## src/logic/pcs_pkg.sv

```systemverilog
// constants and types shared by the program counter sequencer
package pcs_pkg;
  localparam int unsigned PCS_ADDR_W = 11;
  localparam int unsigned PCS_PAGE_LSB_W = 6;
  localparam int unsigned PCS_PAGE_MSB_W = 5;
  localparam int unsigned PCS_SPACE_BYTES = 2048;
  localparam logic [10:0] PCS_RESET_ADDR = 11'h000;
  localparam logic [5:0] PCS_PAGE_LAST = 6'h3f;
  localparam logic [10:0] PCS_STEP_SHORT = 11'h001;
  localparam logic [10:0] PCS_STEP_LONG = 11'h002;
  localparam logic [4:0] PCS_PAGE_STEP = 5'h01;
  localparam logic [1:0] PCS_LEN_ZERO = 2'h0;

  typedef enum logic [2:0] {
    PCS_OP_SEQ,
    PCS_OP_LONG_BRANCH,
    PCS_OP_SHORT_BRANCH,
    PCS_OP_CALL,
    PCS_OP_RETURN
  } pcs_op_t;
endpackage

```

## src/logic/pcs_next_addr.sv

```systemverilog
// combinational next-address calculator for the sequencer
`timescale 1ns/10ps
module pcs_next_addr
  import pcs_pkg::*;
(
  input wire logic [10:0] cur_addr_i,
  input wire pcs_op_t op_i,
  input wire logic [1:0] inst_len_i,
  input wire logic status_flag_i,
  input wire logic [10:0] imm_addr_i,
  input wire logic [10:0] stack_addr_i,
  output logic [10:0] next_addr_o
);
  function automatic logic [10:0] pcs_add(input logic [10:0] a, input logic [10:0] b);
    pcs_add = a + b;
  endfunction

  always_comb
  begin
    next_addr_o = pcs_add(cur_addr_i, {9'h000, inst_len_i}); // [RL2]
    unique case (op_i)
      PCS_OP_SEQ:
      begin
        next_addr_o = pcs_add(cur_addr_i, {9'h000, inst_len_i}); // [RL2]
      end
      PCS_OP_LONG_BRANCH:
      begin
        if (status_flag_i)
          next_addr_o = imm_addr_i; // [RL8] [RL11]
        else
          next_addr_o = pcs_add(cur_addr_i, PCS_STEP_LONG); // [RL8]
      end
      PCS_OP_SHORT_BRANCH:
      begin
        if (!status_flag_i)
          next_addr_o = pcs_add(cur_addr_i, PCS_STEP_SHORT); // [RL7]
        else if (cur_addr_i[PCS_PAGE_LSB_W-1:0] == PCS_PAGE_LAST)
          next_addr_o = {cur_addr_i[10:6] + PCS_PAGE_STEP, imm_addr_i[5:0]}; // [RL6]
        else
          next_addr_o = {cur_addr_i[10:6], imm_addr_i[5:0]}; // [RL5] [RL7]
      end
      PCS_OP_CALL:
      begin
        next_addr_o = imm_addr_i; // [RL9]
      end
      PCS_OP_RETURN:
      begin
        next_addr_o = stack_addr_i; // [RL10]
      end
      default:
      begin
        next_addr_o = cur_addr_i;
      end
    endcase
  end
endmodule

```

## src/logic/pcs_sequencer.sv

```systemverilog
// program counter sequencer top: holds and advances the fetch address
`timescale 1ns/10ps
// Overview of operation
// RL1 - fetch address lives in an 11-bit binary counter register
// RL2 - ordinary fetch advances counter by instruction byte length
// RL3 - reset forces counter to zero
// RL4 - full 2048-byte space addressed directly, no banking
// RL5 - taken short branch loads only low 6 bits from immediate
// RL6 - taken short branch at page last address bumps upper 5 bits
// RL7 - taken short branch elsewhere keeps upper bits; not taken adds 1
// RL8 - long branch loads immediate if flag set, else adds 2
// RL9 - call loads full counter with immediate target
// RL10 - subroutine or interrupt return reloads counter from stack value
// RL11 - branch decision uses flag left by preceding instruction
module pcs_sequencer
  import pcs_pkg::*;
(
  input wire logic clk_i,
  input wire logic srst_i,
  input wire logic fetch_i,
  input wire pcs_op_t op_i,
  input wire logic [1:0] inst_len_i,
  input wire logic status_flag_i,
  input wire logic [10:0] imm_addr_i,
  input wire logic [10:0] stack_addr_i,
  output logic [10:0] instruction_address_counter_o,
  output logic page_cross_o
);
  typedef struct packed {
    logic [10:0] addr;
    logic page_cross;
  } pcs_state_t;

  pcs_state_t state_r;
  pcs_state_t state_nxt;
  logic [10:0] calc_addr;

  ////////////////////////////////////////////////////////////////////////////
  pcs_next_addr u_next (
    .cur_addr_i(state_r.addr),
    .op_i(op_i),
    .inst_len_i(inst_len_i),
    .status_flag_i(status_flag_i), // sampled as driven by decoder now [RL11]
    .imm_addr_i(imm_addr_i),
    .stack_addr_i(stack_addr_i),
    .next_addr_o(calc_addr)
  );

  // page index of an address; shared by the pulse logic and the checks
  function automatic logic [PCS_PAGE_MSB_W-1:0] pcs_page_of(input logic [PCS_ADDR_W-1:0] addr);
    pcs_page_of = addr[PCS_ADDR_W-1:PCS_PAGE_LSB_W];
  endfunction

  // offset of an address inside its page
  function automatic logic [PCS_PAGE_LSB_W-1:0] pcs_offset_of(input logic [PCS_ADDR_W-1:0] addr);
    pcs_offset_of = addr[PCS_PAGE_LSB_W-1:0];
  endfunction

  always_comb
  begin
    state_nxt = state_r;
    state_nxt.page_cross = 1'b0;
    if (fetch_i)
    begin
      // 11 bits wrap naturally at top of space [RL4]
      state_nxt.addr = calc_addr; // [RL1]
      // one-cycle pulse only, so a slow observer can miss it
      state_nxt.page_cross = (pcs_page_of(state_r.addr) != pcs_page_of(calc_addr));
    end
  end

  always_ff @(posedge clk_i)
  begin
    if (srst_i)
    begin
      state_r.addr <= PCS_RESET_ADDR; // [RL3]
      state_r.page_cross <= 1'b0;
    end
    else
    begin
      state_r <= state_nxt;
    end
  end

  assign instruction_address_counter_o = state_r.addr;
  assign page_cross_o = state_r.page_cross;
endmodule

```

## config.mk

```make
export PLATFORM = sky130hd
export DESIGN_NAME = pcs_sequencer
export DESIGN_NICKNAME = d
export VERILOG_FILES = /design/src/logic/pcs_pkg.sv /design/src/logic/pcs_next_addr.sv /design/src/logic/pcs_sequencer.sv
export SDC_FILE = /design/constraint.sdc
export NUM_CORES = 1
export LEC_CHECK = 0
export ABC_AREA = 1
export BUFFER_PORTS_ARGS = -buffer_cell sky130_fd_sc_hd__buf_4
export CAP_MARGIN = 20
export CORE_UTILIZATION = 51
export DETAILED_ROUTE_END_ITERATION = 8
export GPL_TIMING_DRIVEN = 0
export PLACE_DENSITY = 0.77
export SYNTH_ARGS = -nofsm -noshare
export SYNTH_HDL_FRONTEND = slang
export SYNTH_SLANG_ARGS = --single-unit
```

## constraint.sdc

```tcl
create_clock -name clk_i -period 2.3 [get_ports clk_i]
set_input_delay 0.23 -clock clk_i [delete_from_list [all_inputs] [get_ports clk_i]]
set_output_delay 0.23 -clock clk_i [all_outputs]
set_load 0.05 [all_outputs]
```

==> flow_summary.ini, run 1 <==
[status]
outcome = finished clean

[global_routing]
antenna_found_initial = 0
grtUsageTotal_pct = 33.0
grt_use_met2_pct = 50.2
grt_max_degree = 11
grt_pass1_vias = 1922
grt_first_pass_wirelength_um = 8960
grt_busiest_layer = met2
grt_overflow = 0
use_met3_pct = 4.05
met1_usage_pct = 47.7

[yosys]
syn-num-nets = 345
yosysWarnings = 0
avgSynthCellArea_um2 = 5.72
synth-seq-area-share_pct = 13.6
syn_area_um2 = 1760
synthCells = 308
yosys_register_bits = 12
yosysUniqueCellTypes = 34

[cts]
cts_buffers = 3
root_buffer = clkbuf_4
clock_latency_ns = 0.28
clock_path_buffers = 2
cts_tree = built
clk_pin_slew_worst_paths_ns = 0.09
cts.sinks = 12
htree_levels = 1

[floorplan]
die_w_um = 60.8
start_util_pct = 55.9
core-area_um2 = 3150
rows = 20
fp.dieArea_um2 = 3690
ios = 43
die_y_um = 60.8

[cells_and_area]
n_antenna_cell = 0
final_common_cell = nand2_1
stdcell_count = 397
mostFrequentLayoutCells = nand2_1, nand3_1, buf_4, inv_1, nor2_1
final_nets = 392
drive_above_1_share_pct = 25.2
syn_to_final_growth_pct = 22.7

[timing]
setup_viol = 0
finalClockSkew_ns = 0.00247
post-route-min-period_ns = 2.15
hold_ws_ns = 0.131
grt_setup_unrepaired = false
finalCritPeriodShare_pct = 93.3
slew_headroom_pct = 78.3
setup_tns_ns = 0
worst_pin_slew_ns = 0.325
fmax_mhz = 466
hold_viol_final = 0
finalMaxSlewViolations = 0

[critical_path]
crit_fanout = 9
critPathMostFrequentCell = nand2_1
path_class = register to register
slowest_stage = dfxtp_4
cp_num_buf_inv = 1
end_kind = register
cp_top_family = simple AND/OR/NAND/NOR gates
cp_data_required_time_ns = 2.49
critPathArrivalTime_ns = 2.33
start_kind = register
max_stage_delay_ns = 0.41
cp_cell_sequence = ha_1 > inv_1 > fa_2 > nor2_4 > nand2_1 > nand2_1 > a21oi_1 > nor2_2 > nand2_1 > nand2_1 > nand2_1 > nor2_1 > nand2_1 > nor2_1 > nor2_1

[power]
p_sw_w = 0.000338
switching_share_pct = 44.7
pwr-share-comb_pct = 48.4
p_int_w = 0.000418
power_density_nw_per_um2 = 349
peakVddDrop_mv = 0.267
pwr-share-seq_pct = 32.7
p_clk_share_pct = 19.0
leakage_nw = 1.07

[drt]
viasPerCell = 5.64
vias = 2240
drt-total-wl_um = 5530
drt-pass1-iter-count = 5
drc = 0
initialDrtViolationCount = 195
wl_per_cell_um = 13.9
ant_nets = 0

[placed_design]
gp_congestion = 0.956
dp_cells = 393
portBuffers = 41
hpwl_um = 4370

[worst_hold_path]
min_path_type = input pin to register

[flow_run]
maxCapViolations = 0
## power by group through the flow
stage               Combinational, W  Sequential, W  Clock, W
floorplan                   0.000187       0.000301         0
CTS                         0.000361       0.000246  0.000147
global placement            0.000354       0.000251         0
detailed placement          0.000359       0.000251         0
finish                      0.000365       0.000247  0.000143
global route                0.000400       0.000250  0.000153
## cell families (layout without fill, tap and decap cells)
| logic type | after synthesis | in the layout | synth area share, % |
|---|---|---|---|
| simple gates | 184 | 184 | 49.6 |
| buf+inv | 54 | 99 | 13.2 |
| compound gates | 50 | 50 | 17.9 |
| flops | 12 | 12 | 13.6 |
| fa+ha+maj | 6 | 6 | 4.69 |
| xor+xnor | 2 | 2 | 0.994 |
## worst register-to-register path, cell delays in order, from the launching register on
cell     delay (ns)
dfxtp_4        0.41
ha_1           0.18
inv_1          0.06
fa_2           0.37
nor2_4         0.16
nand2_1        0.08
nand2_1        0.07
a21oi_1        0.07
nor2_2         0.12
nand2_1        0.08
nand2_1        0.06
nand2_1        0.05
nor2_1         0.08
nand2_1        0.09
nor2_1         0.13
nor2_1         0.04
## registers in the layout (all words and copies together) (netlist names)
name / cells
instruction_address_counter_o: 11
page_cross_o: 1
## cell usage after synthesis
cell type	instances	area (um2)
a211oi_1	3	22.5
a21oi_1	9	45.0
a21oi_2	2	17.5
a221oi_1	1	8.76
a221oi_2	1	15.0
a22o_1	1	8.76
a31oi_1	1	6.26
a41oi_1	2	17.5
buf_2	3	15.0
buf_4	5	37.5
buf_6	1	11.3
dfxtp_1	12	240
fa_1	1	20.0
ha_1	5	62.6
inv_1	35	131
inv_2	10	37.5
nand2_1	80	300
nand2_2	5	31.3
nand2_4	1	11.3
nand3_1	49	245
nand3_2	1	10.0
nand4_1	7	43.8
nor2_1	28	105
nor2_2	4	25.0
nor2_4	6	67.6
nor3_2	1	10.0
nor3_4	1	16.3
nor3b_1	1	7.51
o211ai_1	6	45.0
o21ai_0	18	90.1
o21ai_1	3	15.0
o221ai_1	2	17.5
o22ai_1	1	6.26
xor2_1	2	17.5
## area by class of cell
class                      count  area [um2]
multi-input combinational    242        1290
buffer                         9        63.8
sequential                    12         245
clock buffer                   3        22.5
tap                           44        55.1
inverter                      45         169
fill                         314         991
timing repair buffer          42         315
## worst paths after layout
kind | slack (ns) | startpoint | cells past startpoint | to
worst max register to register | 0.15 | instruction_address_counter_o[0]$_SDFFE_PP0P_ | 15 | page_cross_o$_SDFF_PP0_
worst max-delay path | 0.15 | instruction_address_counter_o[0]$_SDFFE_PP0P_ | 15 | page_cross_o$_SDFF_PP0_
worst min register to register | 0.61 | instruction_address_counter_o[0]$_SDFFE_PP0P_ | 2 | instruction_address_counter_o[0]$_SDFFE_PP0P_
worst min-delay path | 0.13 | srst_i | 2 | instruction_address_counter_o[0]$_SDFFE_PP0P_
## what timing repair did
action	in CTS	in global routing
gates resized for setup	0	2
hold buffers	0	0
buffers inserted	0	1
endpoints found under the setup margin	0	1
hold endpoints to repair	0	0
## layer usage
metal  up-vias  part of all wire [%]
met4         0                   1.1
li1       1113                     -
met5         -                     0
met1       997                    46
met2       123                    44
met3         7                   9.2
## per-stage QoR
stage          area [um2]  setup WS (ns)  utilization [%]  total power (W)
2_1_floorplan        1760          0.131                -         0.000488
3_3_place_gp         2130         0.0653             67.5         0.000605
3_5_place_dp         2130         0.0231             67.5         0.000611
4_1_cts              2150         0.0231             68.2         0.000754
5_1_grt              2160         0.0327             68.6         0.000803
6_report             2160          0.154             68.6         0.000755
Note: power is estimated with default switching activity, not from simulation.
==> run 2: changes to the inputs <==
--- a/config.mk
+++ b/config.mk
@@ -8,7 +8,7 @@
 export ABC_AREA = 1
 export BUFFER_PORTS_ARGS = -buffer_cell sky130_fd_sc_hd__buf_4
 export CAP_MARGIN = 20
-export CORE_UTILIZATION = 51
+export CORE_UTILIZATION = 49
 export DETAILED_ROUTE_END_ITERATION = 8
 export GPL_TIMING_DRIVEN = 0
 export PLACE_DENSITY = 0.77
==> constraint.sdc (replaced) <==
create_clock -name clk_i -period 1.8 [get_ports clk_i]
set_input_delay 0.18 -clock clk_i [delete_from_list [all_inputs] [get_ports clk_i]]
set_output_delay 0.18 -clock clk_i [all_outputs]
set_load 0.05 [all_outputs]
==> flow_summary.ini, run 2 (synthesized netlist as in run 1, its figures left out) <==
[status]
outcome = complete, but fails checks
violations = setup timing

[global_routing]
grt_first_pass_wirelength_um = 9560
antenna_found_initial = 0
grt_max_degree = 11
grt_overflow = 0
grt_pass1_vias = 2094
grtUsageTotal_pct = 34.3

[timing]
slew_headroom_pct = 75.4
hold_viol_final = 0
worst_pin_slew_ns = 0.369
grt_setup_unrepaired = true
fmax_mhz = 504
fin_ws_ns = -0.183
setup_tns_ns = -0.491
finalCritPeriodShare_pct = 110
finalClockSkew_ns = 0.00391
setup_viol = 3
finalMaxSlewViolations = 0
hold_ws_ns = 0.0760
post-route-min-period_ns = 1.98

[power]
power_density_nw_per_um2 = 447
pwr-share-seq_pct = 30.5
leakage_nw = 1.10
peakVddDrop_mv = 0.359
switching_share_pct = 45.2
p_int_w = 0.000562
p_sw_w = 0.000464
pwr-share-comb_pct = 49.4
power_w = 0.00103
p_clk_share_pct = 20.1

[placed_design]
portBuffers = 41
postPlaceCellArea_um2 = 2160
hpwl_um = 4270
place_ws_ns = -0.262
gp_congestion = 0.945

[cells_and_area]
final_common_cell = nand2_1
final_area_um2 = 2290
largest_reg_flops = 11
final_nets = 398
n_antenna_cell = 0
mostFrequentLayoutCells = nand2_1, buf_4, nand3_1, inv_1, nor2_1
syn_to_final_growth_pct = 30.2
drive_above_1_share_pct = 32.2

[drt]
initialDrtViolationCount = 229
viasPerCell = 5.64
ant_nets = 0
drc = 0
drt-total-wl_um = 5900
wl_per_cell_um = 14.5
drt-pass1-iter-count = 5
vias = 2288

[floorplan]
die_w_um = 62.0
rows = 21
fp.dieArea_um2 = 3840
core-area_um2 = 3390
ios = 43
die_y_um = 62.0
start_util_pct = 52.0

[critical_path]
path_class = register to register
crit_fanout = 6
cp_data_required_time_ns = 2.00
cp_top_family = simple AND/OR/NAND/NOR gates
critPathArrivalTime_ns = 2.18
slowest_stage = fa_2
cp_num_buf_inv = 1
critPathMostFrequentCell = nand2_1
cp_cell_sequence = ha_4 > inv_2 > fa_2 > nor2_4 > nand2_1 > nand2_1 > a21oi_2 > nor2_2 > nand2_1 > nand2_1 > nand2_1 > nor2_1 > nand2_1 > nor2_1 > nor2_1
start_kind = register
max_stage_delay_ns = 0.39
end_kind = register

[worst_hold_path]
min_path_type = input pin to register

[cts]
cts_buffers = 3
clock_latency_ns = 0.29
htree_levels = 1
root_buffer = clkbuf_4
cts.sinks = 12
cts_tree = built
clk_pin_slew_worst_paths_ns = 0.10
clock_path_buffers = 2

[flow_run]
maxCapViolations = 0
run 2: area by class of cell:
cell class                      count  area (um2)
Buffer                              9        63.8
Clock buffer                        4        26.3
Fill cell                         312        1100
Inverter                           45         169
Multi-Input combinational cell    242        1360
Sequential cell                    12         254
Tap cell                           46        57.6
Timing Repair Buffer               48         364
run 2: timing repair:
item,in CTS,in global routing
endpoints found under the setup margin,5,8
pin swaps,2,11
hold buffers,0,0
resized for setup,3,15
setup buffers,6,1
run 2: final timing paths:
path / from / end / slack [ns] / depth (start not counted)
hold reg to reg: instruction_address_counter_o[10]$_SDFFE_PP0P_ / instruction_address_counter_o[10]$_SDFFE_PP0P_ / 0.62 / 2
setup / recovery: instruction_address_counter_o[0]$_SDFFE_PP0P_ / page_cross_o$_SDFF_PP0_ / -0.18 / 15
hold / removal: srst_i / instruction_address_counter_o[0]$_SDFFE_PP0P_ / 0.08 / 2
setup reg to reg: instruction_address_counter_o[0]$_SDFFE_PP0P_ / page_cross_o$_SDFF_PP0_ / -0.18 / 15
run 2: metrics by stage:
| step | std cells | utilization [%] |
|---|---|---|
| floorplan | 308 | - |
| global placement | 395 | 63.6 |
| detailed placement | 395 | 63.6 |
| CTS | 405 | 66.0 |
| global route | 406 | 67.7 |
| finish | 406 | 67.7 |
run 2: power by group through the flow:
| stage | Sequential (W) | Combinational, W | Clock, W |
|---|---|---|---|
| after floorplan | 0.000387 | 0.000241 | 0 |
| after global placement | 0.000322 | 0.000459 | 0 |
| after detailed placement | 0.000323 | 0.000467 | 0 |
| after CTS | 0.000312 | 0.000489 | 0.000198 |
| after global routing | 0.000316 | 0.000551 | 0.000213 |
| final | 0.000313 | 0.000506 | 0.000206 |
run 2: worst register-to-register path, cell delays in order, from the launching register on:
cell	delay, ns
dfxtp_4	0.37
ha_4	0.13
inv_2	0.04
fa_2	0.39
nor2_4	0.19
nand2_1	0.08
nand2_1	0.07
a21oi_2	0.06
nor2_2	0.10
nand2_1	0.08
nand2_1	0.06
nand2_1	0.05
nor2_1	0.08
nand2_1	0.09
nor2_1	0.09
nor2_1	0.04
run 2: metal layers:
| metal | wire length (um) | vias up | GRT usage, % | part of all wire, % |
|---|---|---|---|---|
| met5 | 0 | - | 0 | 0 |
| met4 | 159 | 0 | 15.9 | 2.7 |
| met3 | 545 | 17 | 2.90 | 9.2 |
| met2 | 2620 | 131 | 53.6 | 44 |
| met1 | 2580 | 1014 | 47.4 | 44 |
| li1 | - | 1126 | - | - |
==> run 3: changes to the inputs <==
--- a/config.mk
+++ b/config.mk
@@ -5,13 +5,12 @@
 export SDC_FILE = /design/constraint.sdc
 export NUM_CORES = 1
 export LEC_CHECK = 0
-export ABC_AREA = 1
 export BUFFER_PORTS_ARGS = -buffer_cell sky130_fd_sc_hd__buf_4
 export CAP_MARGIN = 20
 export CORE_UTILIZATION = 49
 export DETAILED_ROUTE_END_ITERATION = 8
-export GPL_TIMING_DRIVEN = 0
-export PLACE_DENSITY = 0.77
+export GPL_TIMING_DRIVEN = 1
+export PLACE_DENSITY = 0.84
 export SYNTH_ARGS = -nofsm -noshare
 export SYNTH_HDL_FRONTEND = slang
 export SYNTH_SLANG_ARGS = --single-unit
==> flow_summary.ini, run 3 <==
[cells_and_area]
syn_to_final_growth_pct = 63.0
final_util_pct = 84.1
drive_above_1_share_pct = 48.3
final_common_cell = buf_4
n_antenna_cell = 0
final_area_um2 = 2830
final_nets = 382
largest_reg_flops = 11
mostFrequentLayoutCells = buf_4, a21oi_1, nor2_1, o21ai_0, inv_1
stdcell_count = 390

[critical_path]
cp_data_required_time_ns = 1.98
start_kind = register
end_kind = register
cp-startpoint = instruction_address_counter_o[0]$_SDFFE_PP0P_
regToRegStartpoint = instruction_address_counter_o[0]$_SDFFE_PP0P_
crit_fanout = 3
path_class = register to register
critPathArrivalTime_ns = 2.35

[placed_design]
postPlaceCellArea_um2 = 2520
portBuffers = 42
dp_cells = 378
hpwl_um = 5180
gp_congestion = 0.966

[cts]
root_buffer = clkbuf_4
cts_buffers = 3
clock_path_buffers = 2
cts_hold_buffers = 0
cts.sinks = 12
htree_levels = 1
clk_pin_slew_worst_paths_ns = 0.11
clock_latency_ns = 0.30
cts_tree = built

[yosys]
synth_top_area_share_pct = 13.8
yosysUniqueCellTypes = 57
synthArstFlopShare_pct = 0
synthCells = 253
synth_edf_count = 0
synth_ff_type = dfxtp_1
synth_area_leaders = dfxtp_1, a21oi_1, o21ai_0, nor2_1, nor3_1
yosys_register_bits = 12
synth_common_cells = a21oi_1, nor2_1, o21ai_0
syn_area_um2 = 1740
avgSynthCellArea_um2 = 6.86
yosysWarnings = 0
synth-seq-area-share_pct = 13.8
syn-num-nets = 290
yosys.area.top_type = dfxtp_1
synth.most_common_cell = a21oi_1

[drt]
viasPerCell = 6.55
drc = 0
ant_nets = 0
vias = 2555
drt-total-wl_um = 7270
initialDrtViolationCount = 281
drt-pass1-iter-count = 7
wl_per_cell_um = 18.6

[timing]
finalClockSkew_ns = 0.0139
setup_viol = 7
fin_ws_ns = -0.366
post-route-min-period_ns = 2.17
fmax_mhz = 462
grt_setup_unrepaired = true
worst_pin_slew_ns = 0.386
slew_headroom_pct = 73.9
hold_viol_final = 0
finalCritPeriodShare_pct = 120
finalMaxSlewViolations = 0

[floorplan]
start_util_pct = 51.6
ios = 43
core-area_um2 = 3360
die_y_um = 61.5
rows = 21
die_w_um = 61.5
fp.dieArea_um2 = 3780

[global_routing]
antenna_found_initial = 0
grt_max_degree = 19
grt_first_pass_wirelength_um = 10800
grt_pass1_vias = 2249
grtUsageTotal_pct = 39.1
grt_overflow = 0

[worst_hold_path]
min_from = srst_i
min_path_type = input pin to register

[flow_run]
maxCapViolations = 0

[power]
power_w = 0.00120
peakVddDrop_mv = 0.308
pwr-share-seq_pct = 26.6
pwr-share-comb_pct = 55.6
leakage_nw = 1.17
switching_share_pct = 44.2
power_density_nw_per_um2 = 423
p_clk_share_pct = 17.9
p_int_w = 0.000668
p_sw_w = 0.000528

[status]
violations = setup timing
outcome = complete, but fails checks
## run 3: logic make-up after synthesis
group	Yosys count	share of synthesized area, %
buf+inv	37	9.59
compound gates	100	40.7
simple gates	92	28.0
flops	12	13.8
fa+ha+maj	6	4.76
xor+xnor	6	3.03
## run 3: worst paths after layout
path         slack, ns                                             to  cells after the start
min reg2reg       0.67  instruction_address_counter_o[7]$_SDFFE_PP0P_                      3
min               0.17  instruction_address_counter_o[5]$_SDFFE_PP0P_                      2
max              -0.37                        page_cross_o$_SDFF_PP0_                      9
max reg2reg      -0.37                        page_cross_o$_SDFF_PP0_                      9
## run 3: power groups by stage
stage               sequential, W  clock, W  combinational [W]
finish                   0.000318  0.000214           0.000665
global route             0.000321  0.000219           0.000707
detailed placement       0.000321         0           0.000583
floorplan                0.000391         0           0.000262
global placement         0.000320         0           0.000571
CTS                      0.000315  0.000207           0.000607
## run 3: metrics by stage
| stage | hold WS [ns] | setup slack (ns) | setup TNS, ns |
|---|---|---|---|
| global route | 0.180 | -0.434 | -1.93 |
| detailed placement | 0.461 | -0.310 | -0.949 |
| finish | 0.165 | -0.366 | -1.37 |
| CTS | 0.155 | -0.344 | -1.14 |
| global placement | 0.462 | -0.268 | -0.767 |
| floorplan | 0.373 | -0.362 | -0.626 |
## run 3: per-layer routing
layer  GRT usage, %  vias up  share of wire [%]
met2           62.4      161                 47
met1           53.5     1210                 41
met5              0        -                  0
li1               -     1158                  -
met4           14.0        0                2.6
met3           5.67       26                9.8
## run 3: final cells by class
type                    instances  area, um2
multi-input cells             204       1570
repair buffers                111        865
fillers                       228        534
flip-flops and latches         12        262
well taps                      46       57.6
inverters                      13       48.8
clock buffers                   4       26.3
## run 3: timing repair
item	4_1_cts	5_1_grt
endpoints found under the setup margin	7	10
setup buffers	5	3
resized for setup	23	24
pin swaps	21	37
## run 3: worst max-delay path, cell delays in order (launching register included)
cell      delay, ns
dfxtp_4        0.38
ha_4           0.13
inv_2          0.04
fa_2           0.35
nand4b_1       0.22
o21a_1         0.22
o21ai_2        0.16
o211ai_1       0.15
a221oi_2       0.30
a31oi_1        0.11
